[config.mk]
export PLATFORM = sky130hd
export DESIGN_NAME = pcsr_regbank
export DESIGN_NICKNAME = d
export VERILOG_FILES = /design/src/verilog/pcsr_mdio_slave.v /design/src/verilog/pcsr_regbank.v
export VERILOG_INCLUDE_DIRS = /design/src /design/src/verilog
export SDC_FILE = /design/constraint.sdc
export NUM_CORES = 1
export LEC_CHECK = 0
export ABC_AREA = 1
export BUFFER_PORTS_ARGS = -buffer_cell sky130_fd_sc_hd__buf_2
export CAP_MARGIN = 40
export CORE_UTILIZATION = 50
export DETAILED_ROUTE_END_ITERATION = 12
export GPL_TIMING_DRIVEN = 1
export PLACE_DENSITY = 0.71
export SETUP_SLACK_MARGIN = 0.02
export SLEW_MARGIN = 20
export SYNTH_ARGS = -nofsm -noshare
export SYNTH_HDL_FRONTEND = slang
export SYNTH_SLANG_ARGS = --single-unit
[constraint.sdc]
create_clock -name clk_sys -period 4.6 [get_ports clk_sys]
set_input_delay 0.92 -clock clk_sys [delete_from_list [all_inputs] [get_ports clk_sys]]
set_output_delay 0.92 -clock clk_sys [all_outputs]
set_load 0.01 [all_outputs]
[src/verilog/pcsr_defines.vh]
/*
 Constants of the PCS managed register bank: register offsets,
 field positions, reset values and write masks.
 Assumes it is included by its bare name from verilog/ sources.
*/
`ifndef PCSR_DEFINES_VH
`define PCSR_DEFINES_VH

// ==========================================================
// Register offsets on the serial management bus
`define PCSR_REG_CONTROL 5'h00
`define PCSR_REG_STATUS 5'h01
`define PCSR_REG_ID_HIGH 5'h02
`define PCSR_REG_ID_LOW 5'h03
`define PCSR_REG_ADV 5'h04
`define PCSR_REG_PARTNER 5'h05
`define PCSR_REG_EXPANSION 5'h06
`define PCSR_REG_NP_TX 5'h07
`define PCSR_REG_NP_RX 5'h08
`define PCSR_REG_EXT_STATUS 5'h0f

// ==========================================================
// Field positions
`define PCSR_CTRL_RESTART 9
`define PCSR_ST_EXT_STATUS 8
`define PCSR_ST_PREAMBLE 6
`define PCSR_ST_AN_DONE 5
`define PCSR_ST_RFAULT 4
`define PCSR_ST_AN_ABLE 3
`define PCSR_ST_LINK 2
`define PCSR_ADV_RF_HI 13
`define PCSR_ADV_RF_LO 12
`define PCSR_EXP_NP_ABLE 2
`define PCSR_EXP_PAGE_RX 1
`define PCSR_NP_TOGGLE 11

// ==========================================================
// Reset values and masks
`define PCSR_ADV_RESET 16'h01a0
`define PCSR_ADV_WMASK 16'hb1a0
`define PCSR_NP_TX_RESET 16'h2001
`define PCSR_NP_TX_WMASK 16'hb7ff
`define PCSR_PARTNER_MASK 16'hf1e0
`define PCSR_NP_RX_MASK 16'hffff
`define PCSR_EXT_STATUS_VAL 16'h8000
`define PCSR_WORD_ZERO 16'h0000
`define PCSR_PIN_IDLE 2'b10

// ==========================================================
// Serial frame fields
`define PCSR_OP_READ 2'b10
`define PCSR_OP_WRITE 2'b01
`define PCSR_HDR_LAST 5'h0b
`define PCSR_DATA_LAST 5'h0f
`define PCSR_RD_RELEASE 5'h10
`define PCSR_SKIP_LAST 5'h11

`endif

[src/verilog/pcsr_mdio_slave.v]
/*
 Serial management frame engine: decodes frames, raises one-cycle
 read and write strobes, and drives read data onto the data pin.
 Assumes mdc_s and mdio_s are already synchronised to clk_sys.
*/
`timescale 1ns/10ps
`default_nettype none
`include "pcsr_defines.vh"

module pcsr_mdio_slave (
    input wire clk_sys,
    input wire rst_n,
    input wire mdc_s,
    input wire mdio_s,
    input wire [4:0] phy_addr,
    input wire [15:0] rd_data,
    output reg rd_req,
    output reg wr_req,
    output reg [4:0] reg_addr,
    output reg [15:0] wr_data,
    output reg mdio_out,
    output reg mdio_oe
);

localparam S_IDLE = 3'd0;
localparam S_START = 3'd1;
localparam S_HDR = 3'd2;
localparam S_TA_RD = 3'd3;
localparam S_RD = 3'd4;
localparam S_TA_WR = 3'd5;
localparam S_WR = 3'd6;
localparam S_SKIP = 3'd7;

reg [2:0] state_reg;
reg [4:0] cnt_reg;
reg [15:0] sh_reg;
reg mdc_d_reg;
wire rise;
wire [15:0] sh_in;

assign rise = mdc_s & ~mdc_d_reg;
assign sh_in = {sh_reg[14:0], mdio_s};

// ==========================================================
// Frame sequencer
always @(posedge clk_sys or negedge rst_n) begin
    if (!rst_n) begin
        state_reg <= S_IDLE;
        cnt_reg <= 5'h00;
        sh_reg <= 16'h0000;
        mdc_d_reg <= 1'b0;
        rd_req <= 1'b0;
        wr_req <= 1'b0;
        reg_addr <= 5'h00;
        wr_data <= 16'h0000;
        mdio_out <= 1'b0;
        mdio_oe <= 1'b0;
    end else begin
        mdc_d_reg <= mdc_s;
        rd_req <= 1'b0;
        wr_req <= 1'b0;
        if (rise) begin
            case (state_reg)
                S_IDLE: begin
                    if (!mdio_s) begin
                        state_reg <= S_START;
                    end
                end
                S_START: begin
                    if (mdio_s) begin
                        state_reg <= S_HDR;
                        cnt_reg <= 5'h00;
                    end
                end
                S_HDR: begin
                    sh_reg <= sh_in;
                    cnt_reg <= cnt_reg + 5'h01;
                    if (cnt_reg == `PCSR_HDR_LAST) begin
                        cnt_reg <= 5'h00;
                        reg_addr <= sh_in[4:0];
                        if (sh_in[9:5] != phy_addr) begin
                            state_reg <= S_SKIP;
                        end else if (sh_in[11:10] == `PCSR_OP_READ) begin
                            rd_req <= 1'b1;
                            state_reg <= S_TA_RD;
                        end else if (sh_in[11:10] == `PCSR_OP_WRITE) begin
                            state_reg <= S_TA_WR;
                        end else begin
                            state_reg <= S_SKIP;
                        end
                    end
                end
                // Second turnaround bit driven low
                S_TA_RD: begin
                    mdio_out <= 1'b0;
                    mdio_oe <= 1'b1;
                    sh_reg <= rd_data;
                    state_reg <= S_RD;
                end
                S_RD: begin
                    cnt_reg <= cnt_reg + 5'h01;
                    if (cnt_reg == `PCSR_RD_RELEASE) begin
                        mdio_oe <= 1'b0;
                        mdio_out <= 1'b0;
                        state_reg <= S_IDLE;
                    end else begin
                        mdio_out <= sh_reg[15];
                        sh_reg <= {sh_reg[14:0], 1'b0};
                    end
                end
                S_TA_WR: begin
                    cnt_reg <= cnt_reg + 5'h01;
                    if (cnt_reg == 5'h01) begin
                        cnt_reg <= 5'h00;
                        state_reg <= S_WR;
                    end
                end
                S_WR: begin
                    sh_reg <= sh_in;
                    cnt_reg <= cnt_reg + 5'h01;
                    if (cnt_reg == `PCSR_DATA_LAST) begin
                        wr_data <= sh_in;
                        wr_req <= 1'b1;
                        state_reg <= S_IDLE;
                    end
                end
                // Frame for another device or with an unknown opcode: sit it out
                S_SKIP: begin
                    cnt_reg <= cnt_reg + 5'h01;
                    if (cnt_reg == `PCSR_SKIP_LAST) begin
                        state_reg <= S_IDLE;
                    end
                end
                default: begin
                    state_reg <= S_IDLE;
                end
            endcase
        end
    end
end

endmodule

`default_nettype wire

[src/verilog/pcsr_regbank.v]
/*
 PCS managed register bank for 1000BASE-X auto-negotiation, reached
 over the serial management pins. Holds status, identifier,
 advertisement, partner ability, expansion, next page and extended
 status registers.
 Assumes the negotiation state machine runs on clk_sys and gives
 one-cycle strobes; mdc and mdio_in come from outside the domain.
*/
// Operation
// - Preamble suppression status bit reads one
// - Completion bit follows negotiation, resets zero
// - Remote fault latched, cleared by status read
// - Negotiation ability bit reads one
// - Jabber and bit seven read zero
// - Extended capability bit reads zero
// - Writable next page advertise bit, default zero
// - Advertised fault writable, reverts after negotiation
// - Advertised pause writable, resets to three
// - Half duplex zero, full duplex writable one
// - Advertisement reserved bits read zero
// - Partner ability read-only, captured base page
// - Acknowledge bits from received pages
// - Next page able reads one, rest zero except page received
// - Page received set on page, read-cleared
// - Next page transmit control fields writable
// - Code field writable, resets null message
// - Toggle flips per next page sent
// - Next page receive captures partner page
// - Extended status: only full duplex one
// - All registers over serial management frames
// - Extended status present bit reads one
// - Restart bit pulses restart, self-clears
`timescale 1ns/10ps
`default_nettype none
`include "pcsr_defines.vh"

module pcsr_regbank #(
    parameter [4:0] PHY_ADDR = 5'h01,
    // Identifier values are arbitrary
    parameter [15:0] ID_HIGH = 16'h0a1b,
    parameter [15:0] ID_LOW = 16'h2c3d
) (
    input wire clk_sys,
    input wire rstn,
    input wire mdc,
    input wire mdio_in,
    output reg mdio_out,
    output reg mdio_oe,
    input wire an_complete,
    input wire an_remote_fault,
    input wire link_up,
    input wire [15:0] base_page_rx,
    input wire base_page_stb,
    input wire [15:0] next_page_rx,
    input wire next_page_stb,
    input wire next_page_sent,
    output reg [15:0] adv_page,
    output reg [15:0] np_tx_page,
    output reg an_restart
);

// ==========================================================
// Reset release
// Asserts at once, lifts on a clock edge
reg rst_meta_reg;
reg rst_sync_reg;
wire rst_n;

always @(posedge clk_sys or negedge rstn) begin
    if (!rstn) begin
        rst_meta_reg <= 1'b0;
        rst_sync_reg <= 1'b0;
    end else begin
        rst_meta_reg <= 1'b1;
        rst_sync_reg <= rst_meta_reg;
    end
end

assign rst_n = rst_sync_reg;

// ==========================================================
// Pin synchronisers
// Bit 0 carries the clock pin, bit 1 the data pin
// Idle levels on reset, so no false clock edge follows
localparam [1:0] PIN_IDLE = `PCSR_PIN_IDLE;
wire [1:0] pin_raw;
reg [1:0] pin_meta_reg;
reg [1:0] pin_sync_reg;
wire mdc_s;
wire mdio_s;

assign pin_raw = {mdio_in, mdc};

genvar pin_i;
generate
    for (pin_i = 0; pin_i < 2; pin_i = pin_i + 1) begin : g_pin_sync
        always @(posedge clk_sys or negedge rst_n) begin
            if (!rst_n) begin
                pin_meta_reg[pin_i] <= PIN_IDLE[pin_i];
                pin_sync_reg[pin_i] <= PIN_IDLE[pin_i];
            end else begin
                pin_meta_reg[pin_i] <= pin_raw[pin_i];
                pin_sync_reg[pin_i] <= pin_meta_reg[pin_i];
            end
        end
    end
endgenerate

assign mdc_s = pin_sync_reg[0];
assign mdio_s = pin_sync_reg[1];

// ==========================================================
// Frame engine
// Engine sees only the synchronised pins
wire rd_req;
wire wr_req;
wire [4:0] reg_addr;
wire [15:0] wr_data;
wire eng_out;
wire eng_oe;
reg [15:0] rd_data_reg;

pcsr_mdio_slave u_slave (
    .clk_sys(clk_sys),
    .rst_n(rst_n),
    .mdc_s(mdc_s),
    .mdio_s(mdio_s),
    .phy_addr(PHY_ADDR),
    .rd_data(rd_data_reg),
    .rd_req(rd_req),
    .wr_req(wr_req),
    .reg_addr(reg_addr),
    .wr_data(wr_data),
    .mdio_out(eng_out),
    .mdio_oe(eng_oe)
);

// Pin drive retimed so top outputs come from local flops
always @(posedge clk_sys or negedge rst_n) begin
    if (!rst_n) begin
        mdio_out <= 1'b0;
        mdio_oe <= 1'b0;
    end else begin
        mdio_out <= eng_out;
        mdio_oe <= eng_oe;
    end
end

// ==========================================================
// Access decode
// Strobes last one cycle, so each read clears once
function hit;
    input req;
    input [4:0] addr;
    input [4:0] target;
    begin
        hit = req & (addr == target);
    end
endfunction

wire rd_status;
wire rd_expansion;
wire wr_control;
wire wr_adv;
wire wr_np_tx;
wire restart_req;

assign rd_status = hit(rd_req, reg_addr, `PCSR_REG_STATUS);
assign rd_expansion = hit(rd_req, reg_addr, `PCSR_REG_EXPANSION);
assign wr_control = hit(wr_req, reg_addr, `PCSR_REG_CONTROL);
assign wr_adv = hit(wr_req, reg_addr, `PCSR_REG_ADV);
assign wr_np_tx = hit(wr_req, reg_addr, `PCSR_REG_NP_TX);
assign restart_req = wr_control & wr_data[`PCSR_CTRL_RESTART];

// ==========================================================
// Status and event flags
// Events stay latched until the controller reads
reg an_done_reg;
reg rfault_reg;
reg link_reg;
reg page_rx_reg;
reg rfault_next;
reg link_next;
reg page_rx_next;
wire an_done_rise;

assign an_done_rise = an_complete & ~an_done_reg;

always @* begin
    rfault_next = an_remote_fault | (rfault_reg & ~rd_status);
    link_next = link_up & (rd_status | link_reg);
    page_rx_next = base_page_stb | next_page_stb |
                   (page_rx_reg & ~rd_expansion);
end

always @(posedge clk_sys or negedge rst_n) begin
    if (!rst_n) begin
        an_done_reg <= 1'b0;
        rfault_reg <= 1'b0;
        link_reg <= 1'b0;
        page_rx_reg <= 1'b0;
    end else begin
        an_done_reg <= an_complete;
        rfault_reg <= rfault_next;
        link_reg <= link_next;
        page_rx_reg <= page_rx_next;
    end
end

// ==========================================================
// Writable registers
// A write and a page event may share a cycle
reg [15:0] adv_next;
reg [15:0] np_tx_next;

always @* begin
    adv_next = adv_page;
    if (wr_adv) begin
        adv_next = wr_data & `PCSR_ADV_WMASK;
    end
    if (an_done_rise) begin
        adv_next[`PCSR_ADV_RF_HI:`PCSR_ADV_RF_LO] = 2'b00;
    end
    np_tx_next = np_tx_page;
    if (wr_np_tx) begin
        np_tx_next = (wr_data & `PCSR_NP_TX_WMASK) |
                     (np_tx_page & ~`PCSR_NP_TX_WMASK);
    end
    if (next_page_sent) begin
        np_tx_next[`PCSR_NP_TOGGLE] = ~np_tx_page[`PCSR_NP_TOGGLE];
    end
end

always @(posedge clk_sys or negedge rst_n) begin
    if (!rst_n) begin
        adv_page <= `PCSR_ADV_RESET;
        np_tx_page <= `PCSR_NP_TX_RESET;
        an_restart <= 1'b0;
    end else begin
        adv_page <= adv_next;
        np_tx_page <= np_tx_next;
        an_restart <= restart_req;
    end
end

// ==========================================================
// Received page capture
// Words held until the next strobe
reg [15:0] partner_reg;
reg [15:0] np_rx_reg;

always @(posedge clk_sys or negedge rst_n) begin
    if (!rst_n) begin
        partner_reg <= 16'h0000;
        np_rx_reg <= 16'h0000;
    end else begin
        if (base_page_stb) begin
            partner_reg <= base_page_rx & `PCSR_PARTNER_MASK;
        end
        if (next_page_stb) begin
            np_rx_reg <= next_page_rx & `PCSR_NP_RX_MASK;
        end
    end
end

// ==========================================================
// Read-only images
reg [15:0] status_word;
reg [15:0] exp_word;

always @* begin
    status_word = 16'h0000;
    status_word[`PCSR_ST_EXT_STATUS] = 1'b1;
    status_word[`PCSR_ST_PREAMBLE] = 1'b1;
    status_word[`PCSR_ST_AN_DONE] = an_done_reg;
    status_word[`PCSR_ST_RFAULT] = rfault_reg;
    status_word[`PCSR_ST_AN_ABLE] = 1'b1;
    status_word[`PCSR_ST_LINK] = link_reg;
    exp_word = 16'h0000;
    exp_word[`PCSR_EXP_NP_ABLE] = 1'b1;
    exp_word[`PCSR_EXP_PAGE_RX] = page_rx_reg;
end

// ==========================================================
// Read multiplexer
// Unmapped addresses read zero
reg [15:0] rd_mux;

always @* begin
    case (reg_addr)
        `PCSR_REG_STATUS: rd_mux = status_word;
        `PCSR_REG_ID_HIGH: rd_mux = ID_HIGH;
        `PCSR_REG_ID_LOW: rd_mux = ID_LOW;
        `PCSR_REG_ADV: rd_mux = adv_page;
        `PCSR_REG_PARTNER: rd_mux = partner_reg;
        `PCSR_REG_EXPANSION: rd_mux = exp_word;
        `PCSR_REG_NP_TX: rd_mux = np_tx_page;
        `PCSR_REG_NP_RX: rd_mux = np_rx_reg;
        `PCSR_REG_EXT_STATUS: rd_mux = `PCSR_EXT_STATUS_VAL;
        default: rd_mux = `PCSR_WORD_ZERO;
    endcase
end

// Snapshot taken in the same cycle as the read clears,
// so a latched event is reported exactly once.
always @(posedge clk_sys or negedge rst_n) begin
    if (!rst_n) begin
        rd_data_reg <= 16'h0000;
    end else if (rd_req) begin
        rd_data_reg <= rd_mux;
    end
end

endmodule

`default_nettype wire

==> results of run 1 <==
[cell families (layout without fill, tap and decap cells)]
logic type	after synthesis	after routing	synth area share [%]
simple gates	317	317	24.3
flops	122	122	53.4
compound gates	105	105	10.1
buf+inv	105	162	8.62
mux	11	11	2.16
fa+ha+maj	4	4	0.873
xor+xnor	3	3	0.458
other cells	2	12	0.131
[cell usage after synthesis (all sizes together) (4+ instances only)]
cell type	instances	area [um^2]
nand2	227	887
dfrtp	115	2880
o21ai	93	492
inv	70	263
nor2	41	226
nand3	31	160
buf	29	209
nand4	13	81.3
mux2	11	124
dfstp	7	184
clkbuf	6	22.5
o211ai	5	37.5
ha	4	50.1
[power by group through the flow]
stage	Clock, W	Sequential (W)	Combinational [W]
after floorplan	0	0.00133	0.000511
after global placement	0	0.00136	0.000576
after detailed placement	0	0.00136	0.000605
after CTS	0.00130	0.00134	0.000611
after global routing	0.00135	0.00136	0.000708
final	0.00128	0.00135	0.000608
[critical path, stage by stage, from the launching register on]
cell and delay (ns):
dfrtp_1 0.51, nand2_2 0.30, nand2_2 0.32, nor2_2 0.23, nor2_4 0.05, nand2_4 0.26, inv_2 0.16, nand2_1 0.11
nand2_1 0.06
[final timing paths]
check | startpoint | to | slack (ns) | cells past startpoint
min in group clk_sys | rst_meta_reg | rst_n | 0.34 | 0
worst min-delay path | rstn | rst_n | 0.27 | 1
max in group asynchronous | rst_n | adv_page[7] | 3.26 | 1
worst min register to register | rst_meta_reg | rst_n | 0.34 | 0
worst max-delay path | u_slave.state_reg[2] | u_slave.sh_reg[0] | 2.47 | 8
worst max register to register | u_slave.state_reg[2] | u_slave.sh_reg[0] | 2.47 | 8
[final cells by class]
class	instances	area (um^2)	share of cell area (%)
timing repair buffer	60	320	4.84
multi-input combinational	452	2220	33.6
tap	140	175	2.65
clock buffer	23	468	7.08
sequential	122	3070	46.3
clock inverter	9	97.6	1.48
inverter	70	263	3.97
[per-layer routing]
metal  up-vias  GRT usage (%)
met4         0           10.7
met3        27           7.35
met5         -              0
met2       153           38.1
li1       2221              -
met1      2201           32.0
[through the flow]
step / power [W] / std cells / area (um^2)
floorplan: 0.00184 / 679 / 5770
detailed placement: 0.00196 / 844 / 6050
global placement: 0.00193 / 843 / 6030
finish: 0.00324 / 876 / 6610
global route: 0.00342 / 876 / 6610
CTS: 0.00326 / 876 / 6610
==> flow_summary.yaml, run 1 <==
cells_and_area:
  fin_util_pct: 60.2
  layout_commonest_cell: "nand2_1"
  syn_to_final_growth_pct: 15.3
  drive_above_1_share_pct: 20.5
  fillers: 958
  final_cell_mix: "nand2_1, dfrtp_1, inv_1, buf_2, o21ai_0"
  fin_nets: 769
  num_antenna_cells: 0
timing:
  tightest_slew_ns: 0.711
  setup_tns_ns: 0
  grt_setup_unrepaired: "false"
  skew_ns: 0.00820
  final.min_clock_period_ns: 2.13
  maxSlewViolCount: 0
  post-route-period-util_pct: 46.4
  final-setup-viol-count: 0
  fmax_mhz: 469
  setup_slack_ns: 2.47
  hold_viol: 0
  slew_headroom_pct: 52.6
  hold_ws_ns: 0.266
logic_synthesis:
  synthFlopType: "dfrtp_1"
  avgSynthCellArea_um2: 8.57
  yosys_warnings: 0
  syn_area_um2: 5730
  async_flop_share_pct: 100
  ys_ff_latch: 122
  yosysUniqueCellTypes: 36
  ys_seq_area_share_pct: 53.4
  synthCells: 669
  synth-edff-count: 0
global_routing:
  grtUsageTotal_pct: 24.6
  grt_max_degree: 55
  first_global_vias: 4551
  gr-total-overflow: 0
  grt_pass1_wl_mm: 21.8
  antenna_found_initial: 0
setup_path:
  end_kind: "flop"
  required_ns: 4.91
  arrival_ns: 2.44
  startpoint_type: "flop"
  path_class: "flop to flop"
  crit_fanout: 24
power_and_ir_drop:
  swShare_pct: 30.9
  power_density_nw_per_um2: 490
  share_seq_of_total_power_pct: 41.6
  comb_power_share_pct: 18.8
  peakVddDrop_mv: 0.298
  switchingPower_w: 0.00100
  internal-power_w: 0.00224
  p_leak_nw: 3.22
  clockPowerShare_pct: 39.7
flow_run:
  max_cap_violations: 0
floorplan:
  boundaryPins: 77
  die_y_um: 109
  num_rows: 38
  start_util_pct: 52.2
  core_um2: 11000
  fp.dieW_um: 109
  dieArea_um2: 11900
detailed_routing:
  vias: 4602
  wl_met3_um: 817
  post_drt_wl_per_cell_um: 14.6
  drtAntennaViolNets: 0
  highest_layer: "met4"
  drt_pass1_iterations: 5
  routed_via_density: 5.25
  drt_iter0_drc: 263
  met1_length_mm: 5.73
  totalWireLength_mm: 12.8
  met2WireLength_mm: 5.95
  drcViolationCount: 0
clock_network:
  cts_num_sinks: 122
  cts_hold_buf: 0
  clk_latency_ns: 0.42
  cts_max_level: 4
  cts_made_buffers: 17
  clk_pin_slew_ns: 0.06
  root_buffer: "clkbuf_16"
  cts_setup_buffers: 0
  clock_path_buffers: 2
  cts_tree: "done"
  cts_resized: 0
place:
  gp_congestion: 0.927
  place_ws_ns: 2.51
  numPortBuffers: 57
  dp_hpwl_mm: 8.93
hold_path:
  hp-class: "primary input to asynchronous set/reset pin"
outcome:
  outcome: "complete, no violations"
No activity file was read; power rests on OpenSTA's default activity.
==> inputs of run 2 (changes only) <==
==> constraint.sdc (replaced) <==
create_clock -name clk_sys -period 2.15 [get_ports clk_sys]
set_input_delay 0.43 -clock clk_sys [delete_from_list [all_inputs] [get_ports clk_sys]]
set_output_delay 0.43 -clock clk_sys [all_outputs]
set_load 0.01 [all_outputs]
==> run 2 against run 1 <==
Clock skew decreased by 0.0021 ns. Critical path type unchanged. Power increased by 110%. Maximum frequency increased by 16%. Design area increased by 0.25%. Sequential cell count unchanged. Register-to-register slack got worse by 2.2 ns. Worst hold slack got worse by 0.15 ns. Sequential share of layout area decreased by 0.11 points. Final cell count increased by 0.57%. Global-route usage increased by 0.15 points. Largest power group unchanged.
==> flow_summary.yaml, run 2 (synthesis gave the netlist of run 1 again) <==
floorplan:
  num_rows: 38
  dieArea_um2: 11900
  die_y_um: 109
  fp.dieW_um: 109
  boundaryPins: 77
  start_util_pct: 52.2
  core_um2: 11000
detailed_routing:
  routed_via_density: 5.16
  vias: 4550
  totalWireLength_mm: 12.9
  drt_pass1_iterations: 7
  post_drt_wl_per_cell_um: 14.6
  drcViolationCount: 0
  drtAntennaViolNets: 0
  drt_iter0_drc: 358
power_and_ir_drop:
  peakVddDrop_mv: 0.685
  p_leak_nw: 3.23
  power_density_nw_per_um2: 1010
timing:
  fmax_mhz: 542
  final-setup-viol-count: 0
  post-route-period-util_pct: 85.7
  setup_tns_ns: 0
  final.min_clock_period_ns: 1.84
  grt_setup_unrepaired: "false"
  skew_ns: 0.00613
  hold_ws_ns: 0.114
  tightest_slew_ns: 0.565
  hold_viol: 0
  maxSlewViolCount: 0
  slew_headroom_pct: 62.3
  setup_slack_ns: 0.307
place:
  numPortBuffers: 57
  place_ws_ns: 0.336
  gp_congestion: 0.915
  dp_hpwl_mm: 9.15
global_routing:
  grt_pass1_wl_mm: 21.8
  first_global_vias: 4438
  antenna_found_initial: 0
  met2_usage_pct: 37.9
  grt_util_met1_pct: 33.5
  grt-busiest-layer: "met2"
  met3_usage_pct: 5.92
  grt_max_degree: 42
  gr-total-overflow: 0
  grtUsageTotal_pct: 24.8
setup_path:
  slowest_stage: "dfrtp_1"
  end_kind: "flop"
  arrival_ns: 2.15
  crit_fanout: 24
  slowest_delay_ns: 0.51
  startpoint_type: "flop"
  path_cells: "nand2_2 -> nand2_2 -> nor2_2 -> nor2_4 -> nand2_4 -> inv_2 -> nand2_1 -> nand2_1"
  path_class: "flop to flop"
  required_ns: 2.45
clock_network:
  cts_num_sinks: 122
  cts_tree: "done"
  clock_path_buffers: 2
  cts_made_buffers: 17
  clk_pin_slew_ns: 0.05
  cts_max_level: 4
  clk_latency_ns: 0.42
  root_buffer: "clkbuf_16"
  cts_resized: 0
cells_and_area:
  fillers: 931
  layout_commonest_cell: "nand2_1"
  num_antenna_cells: 0
  final_cell_mix: "nand2_1, dfrtp_1, inv_1, buf_2, o21ai_0"
  drive_above_1_share_pct: 20.5
  fin_nets: 775
  syn_to_final_growth_pct: 15.6
flow_run:
  max_cap_violations: 0
hold_path:
  hp-class: "primary input to flop"
outcome:
  outcome: "complete, no violations"
==> run 2: changes by cell type in the layout (fill, tap and decap cells not counted) <==
cell and change:
dlygate4sd3_1 +1, clkinv_2 -3, buf_12 +1, clkbuf_1 +3, clkbuf_8 +2, clkinvlp_4 -1
buf_4 +4, bufinv_16 -2
==> run 2: area by class of cell <==
type | instances | area (um^2) | share of cell area, %
timing repair buffer | 66 | 380 | 5.74
inverter | 70 | 263 | 3.96
clock inverter | 3 | 15.0 | 0.226
sequential | 122 | 3070 | 46.2
multi-input combinational | 452 | 2220 | 33.6
clock buffer | 28 | 507 | 7.64
tap | 140 | 175 | 2.64
==> run 2: routing by layer <==
| layer | vias to the layer above | wire, um |
|---|---|---|
| li1 | 2230 | - |
| met1 | 2180 | 6100 |
| met2 | 122 | 6000 |
| met3 | 18 | 546 |
| met4 | 0 | 240 |
| met5 | - | 0 |
==> run 2: repair_timing <==
item,4_1_cts,5_1_grt
hold buffers,1,0
setup buffers,0,0
endpoints found under the setup margin,0,0
hold endpoints to repair,2,0
==> run 2: where the power goes <==
| part | internal (W) | switching [W] |
|---|---|---|
| clock | 0.00158 | 0.000946 |
| combinational | 0.000472 | 0.000858 |
| sequential | 0.00259 | 0.000285 |
| total | 0.00464 | 0.00209 |
==> run 2: path summary, 6_finish.rpt <==
check	start	to	slack (ns)	cells past startpoint
max	u_slave.state_reg[2]	u_slave.sh_reg[0]	0.31	8
min	mdio_in	pin_meta_reg[1]	0.11	1
max reg2reg	u_slave.state_reg[2]	u_slave.sh_reg[0]	0.31	8
min reg2reg	rst_n	u_slave.state_reg[2]	0.32	0
max in group asynchronous	rst_n	adv_page[8]	1.11	1
min in group asynchronous	rst_n	u_slave.state_reg[2]	0.32	0
==> run 2: per-stage QoR <==
step | power, W | utilization, % | cell area [um^2] | cells
after floorplan | 0.00393 | - | 5770 | 679
after global placement | 0.00418 | 55.5 | 6100 | 849
after detailed placement | 0.00423 | 55.5 | 6100 | 849
after CTS | 0.00676 | 60.4 | 6630 | 881
after global routing | 0.00710 | 60.4 | 6630 | 881
final | 0.00673 | 60.4 | 6630 | 881
==> run 2: worst max-delay path, delay by kind of cell, from the launching register on <==
family,cells,cell delay [ns]
AND/OR/NAND/NOR,7,1.03
buffers and inverters,1,0.17
flip-flops,1,0.51
==> inputs of run 3 (changes only) <==
--- a/config.mk
+++ b/config.mk
@@ -10,6 +10,7 @@
 export BUFFER_PORTS_ARGS = -buffer_cell sky130_fd_sc_hd__buf_2
 export CAP_MARGIN = 40
 export CORE_UTILIZATION = 50
+export CTS_BUF_LIST = sky130_fd_sc_hd__clkbuf_16
 export DETAILED_ROUTE_END_ITERATION = 12
 export GPL_TIMING_DRIVEN = 1
 export PLACE_DENSITY = 0.71
==> run 3 against run 2 <==
Setup slack better by 0.0057 ns. Clock power is 8% lower. Final cell count stayed put. First-iteration DRC count is 6.4% lower. Largest cell class unchanged.
==> flow_summary.yaml, run 3 (synthesis gave the netlist of run 1 again) <==
outcome:
  outcome: "complete, no violations"
timing:
  final.min_clock_period_ns: 1.84
  post-route-period-util_pct: 85.5
  skew_ns: 0.00606
  grt_setup_unrepaired: "false"
  tightest_slew_ns: 0.563
  fmax_mhz: 544
  maxSlewViolCount: 0
  final-setup-viol-count: 0
  setup_slack_ns: 0.312
  slew_headroom_pct: 62.4
  setup_tns_ns: 0
  hold_viol: 0
power_and_ir_drop:
  p_leak_nw: 3.23
  switchingPower_w: 0.00207
  comb_power_share_pct: 20.3
  internal-power_w: 0.00446
  peakVddDrop_mv: 0.549
  swShare_pct: 31.7
  share_seq_of_total_power_pct: 43.9
  clockPowerShare_pct: 35.8
  power_density_nw_per_um2: 992
floorplan:
  fp.dieW_um: 109
  boundaryPins: 77
  num_rows: 38
  dieArea_um2: 11900
  core_um2: 11000
  die_y_um: 109
  start_util_pct: 52.2
detailed_routing:
  post_drt_wl_per_cell_um: 14.6
  drt_iter0_drc: 335
  vias: 4574
  met1_length_mm: 6.07
  totalWireLength_mm: 12.8
  drcViolationCount: 0
  highest_layer: "met4"
  routed_via_density: 5.19
  met2WireLength_mm: 5.98
  drt_pass1_iterations: 6
  wl_met3_um: 560
  drtAntennaViolNets: 0
place:
  place_ws_ns: 0.336
  gp_congestion: 0.915
  placed_cells_incl_taps: 849
  dp_hpwl_mm: 9.15
  numPortBuffers: 57
global_routing:
  gr-total-overflow: 0
  grt_max_degree: 42
  antenna_found_initial: 0
  first_global_vias: 4444
  grtUsageTotal_pct: 24.7
  grt_pass1_wl_mm: 21.9
cells_and_area:
  syn_to_final_growth_pct: 14.9
  drive_above_1_share_pct: 20.0
  fillers: 940
  num_antenna_cells: 0
  fin_cells: 881
  final_cell_mix: "nand2_1, dfrtp_1, inv_1, buf_2, o21ai_0"
  layout_commonest_cell: "nand2_1"
  fin_util_pct: 60.0
  fin_nets: 775
setup_path:
  path_class: "flop to flop"
  required_ns: 2.45
  crit_fanout: 24
  end_kind: "flop"
  worst_r2r_startpoint: "u_slave.state_reg[2]"
  startpoint_type: "flop"
  crit_start: "u_slave.state_reg[2]"
  arrival_ns: 2.14
hold_path:
  hp-class: "primary input to flop"
  hold_start: "mdio_in"
clock_network:
  clk_pin_slew_ns: 0.05
  cts_max_level: 4
  clk_latency_ns: 0.41
  cts_made_buffers: 17
  root_buffer: "clkbuf_16"
  cts_resized: 0
  cts_tree: "done"
  cts_setup_buffers: 0
  clock_path_buffers: 2
  cts_num_sinks: 122
flow_run:
  max_cap_violations: 0
## run 3: changes by cell type in the layout (fill, tap and decap cells not counted), sizes merged
cell | previous run | this run
clkbuf | 28 | 17
clkinv | 3 | 7
inv | 70 | 77
## run 3: metrics by stage
step / cell area (um^2) / power (W) / hold WS, ns
final: 6590 / 0.00654 / 0.119
after global routing: 6590 / 0.00692 / 0.108
after detailed placement: 6100 / 0.00423 / 0.218
after CTS: 6590 / 0.00658 / 0.102
after floorplan: 5770 / 0.00393 / 0.134
after global placement: 6100 / 0.00418 / 0.216
## run 3: worst max-delay path: stages, from the launching register on
cell and delay, ns:
dfrtp_1 0.51, nand2_2 0.32, nand2_2 0.10, nor2_2 0.15
nor2_4 0.05, nand2_4 0.25, inv_2 0.17, nand2_1 0.10
nand2_1 0.05
## run 3: final timing paths
kind | to | slack [ns] | cells after the start
setup / recovery | u_slave.sh_reg[0] | 0.31 | 8
hold / removal | pin_meta_reg[1] | 0.12 | 1
setup reg to reg | u_slave.sh_reg[0] | 0.31 | 8
hold reg to reg | u_slave.state_reg[2] | 0.32 | 0
max in group asynchronous | adv_page[8] | 1.11 | 1
min in group asynchronous | u_slave.state_reg[2] | 0.32 | 0
## run 3: layer usage
metal | up-vias | track usage [%]
met1 | 2195 | 33.5
li1 | 2238 | -
met3 | 18 | 5.74
met2 | 123 | 38.1
met4 | 0 | 10.0
met5 | - | 0
## run 3: layout make-up
cell class / count / area (um^2) / share of cell area, %
Timing Repair Buffer: 66 / 380 / 5.77
Clock inverter: 14 / 56.3 / 0.854
Tap cell: 140 / 175 / 2.66
Inverter: 70 / 263 / 3.99
Sequential cell: 122 / 3070 / 46.5
Clock buffer: 17 / 425 / 6.46
Multi-Input combinational cell: 452 / 2220 / 33.8
## run 3: power by group through the flow
| stage | sequential, W | clock (W) | combinational (W) |
|---|---|---|---|
| CTS | 0.00287 | 0.00237 | 0.00133 |
| finish | 0.00287 | 0.00234 | 0.00133 |
| global placement | 0.00290 | 0 | 0.00128 |
| floorplan | 0.00284 | 0 | 0.00109 |
| detailed placement | 0.00290 | 0 | 0.00133 |
| global route | 0.00291 | 0.00247 | 0.00154 |
## run 3: what timing repair did
item | CTS | global route
hold endpoints to repair | 2 | 0
setup endpoints to repair | 0 | 0
hold buffers | 1 | 0
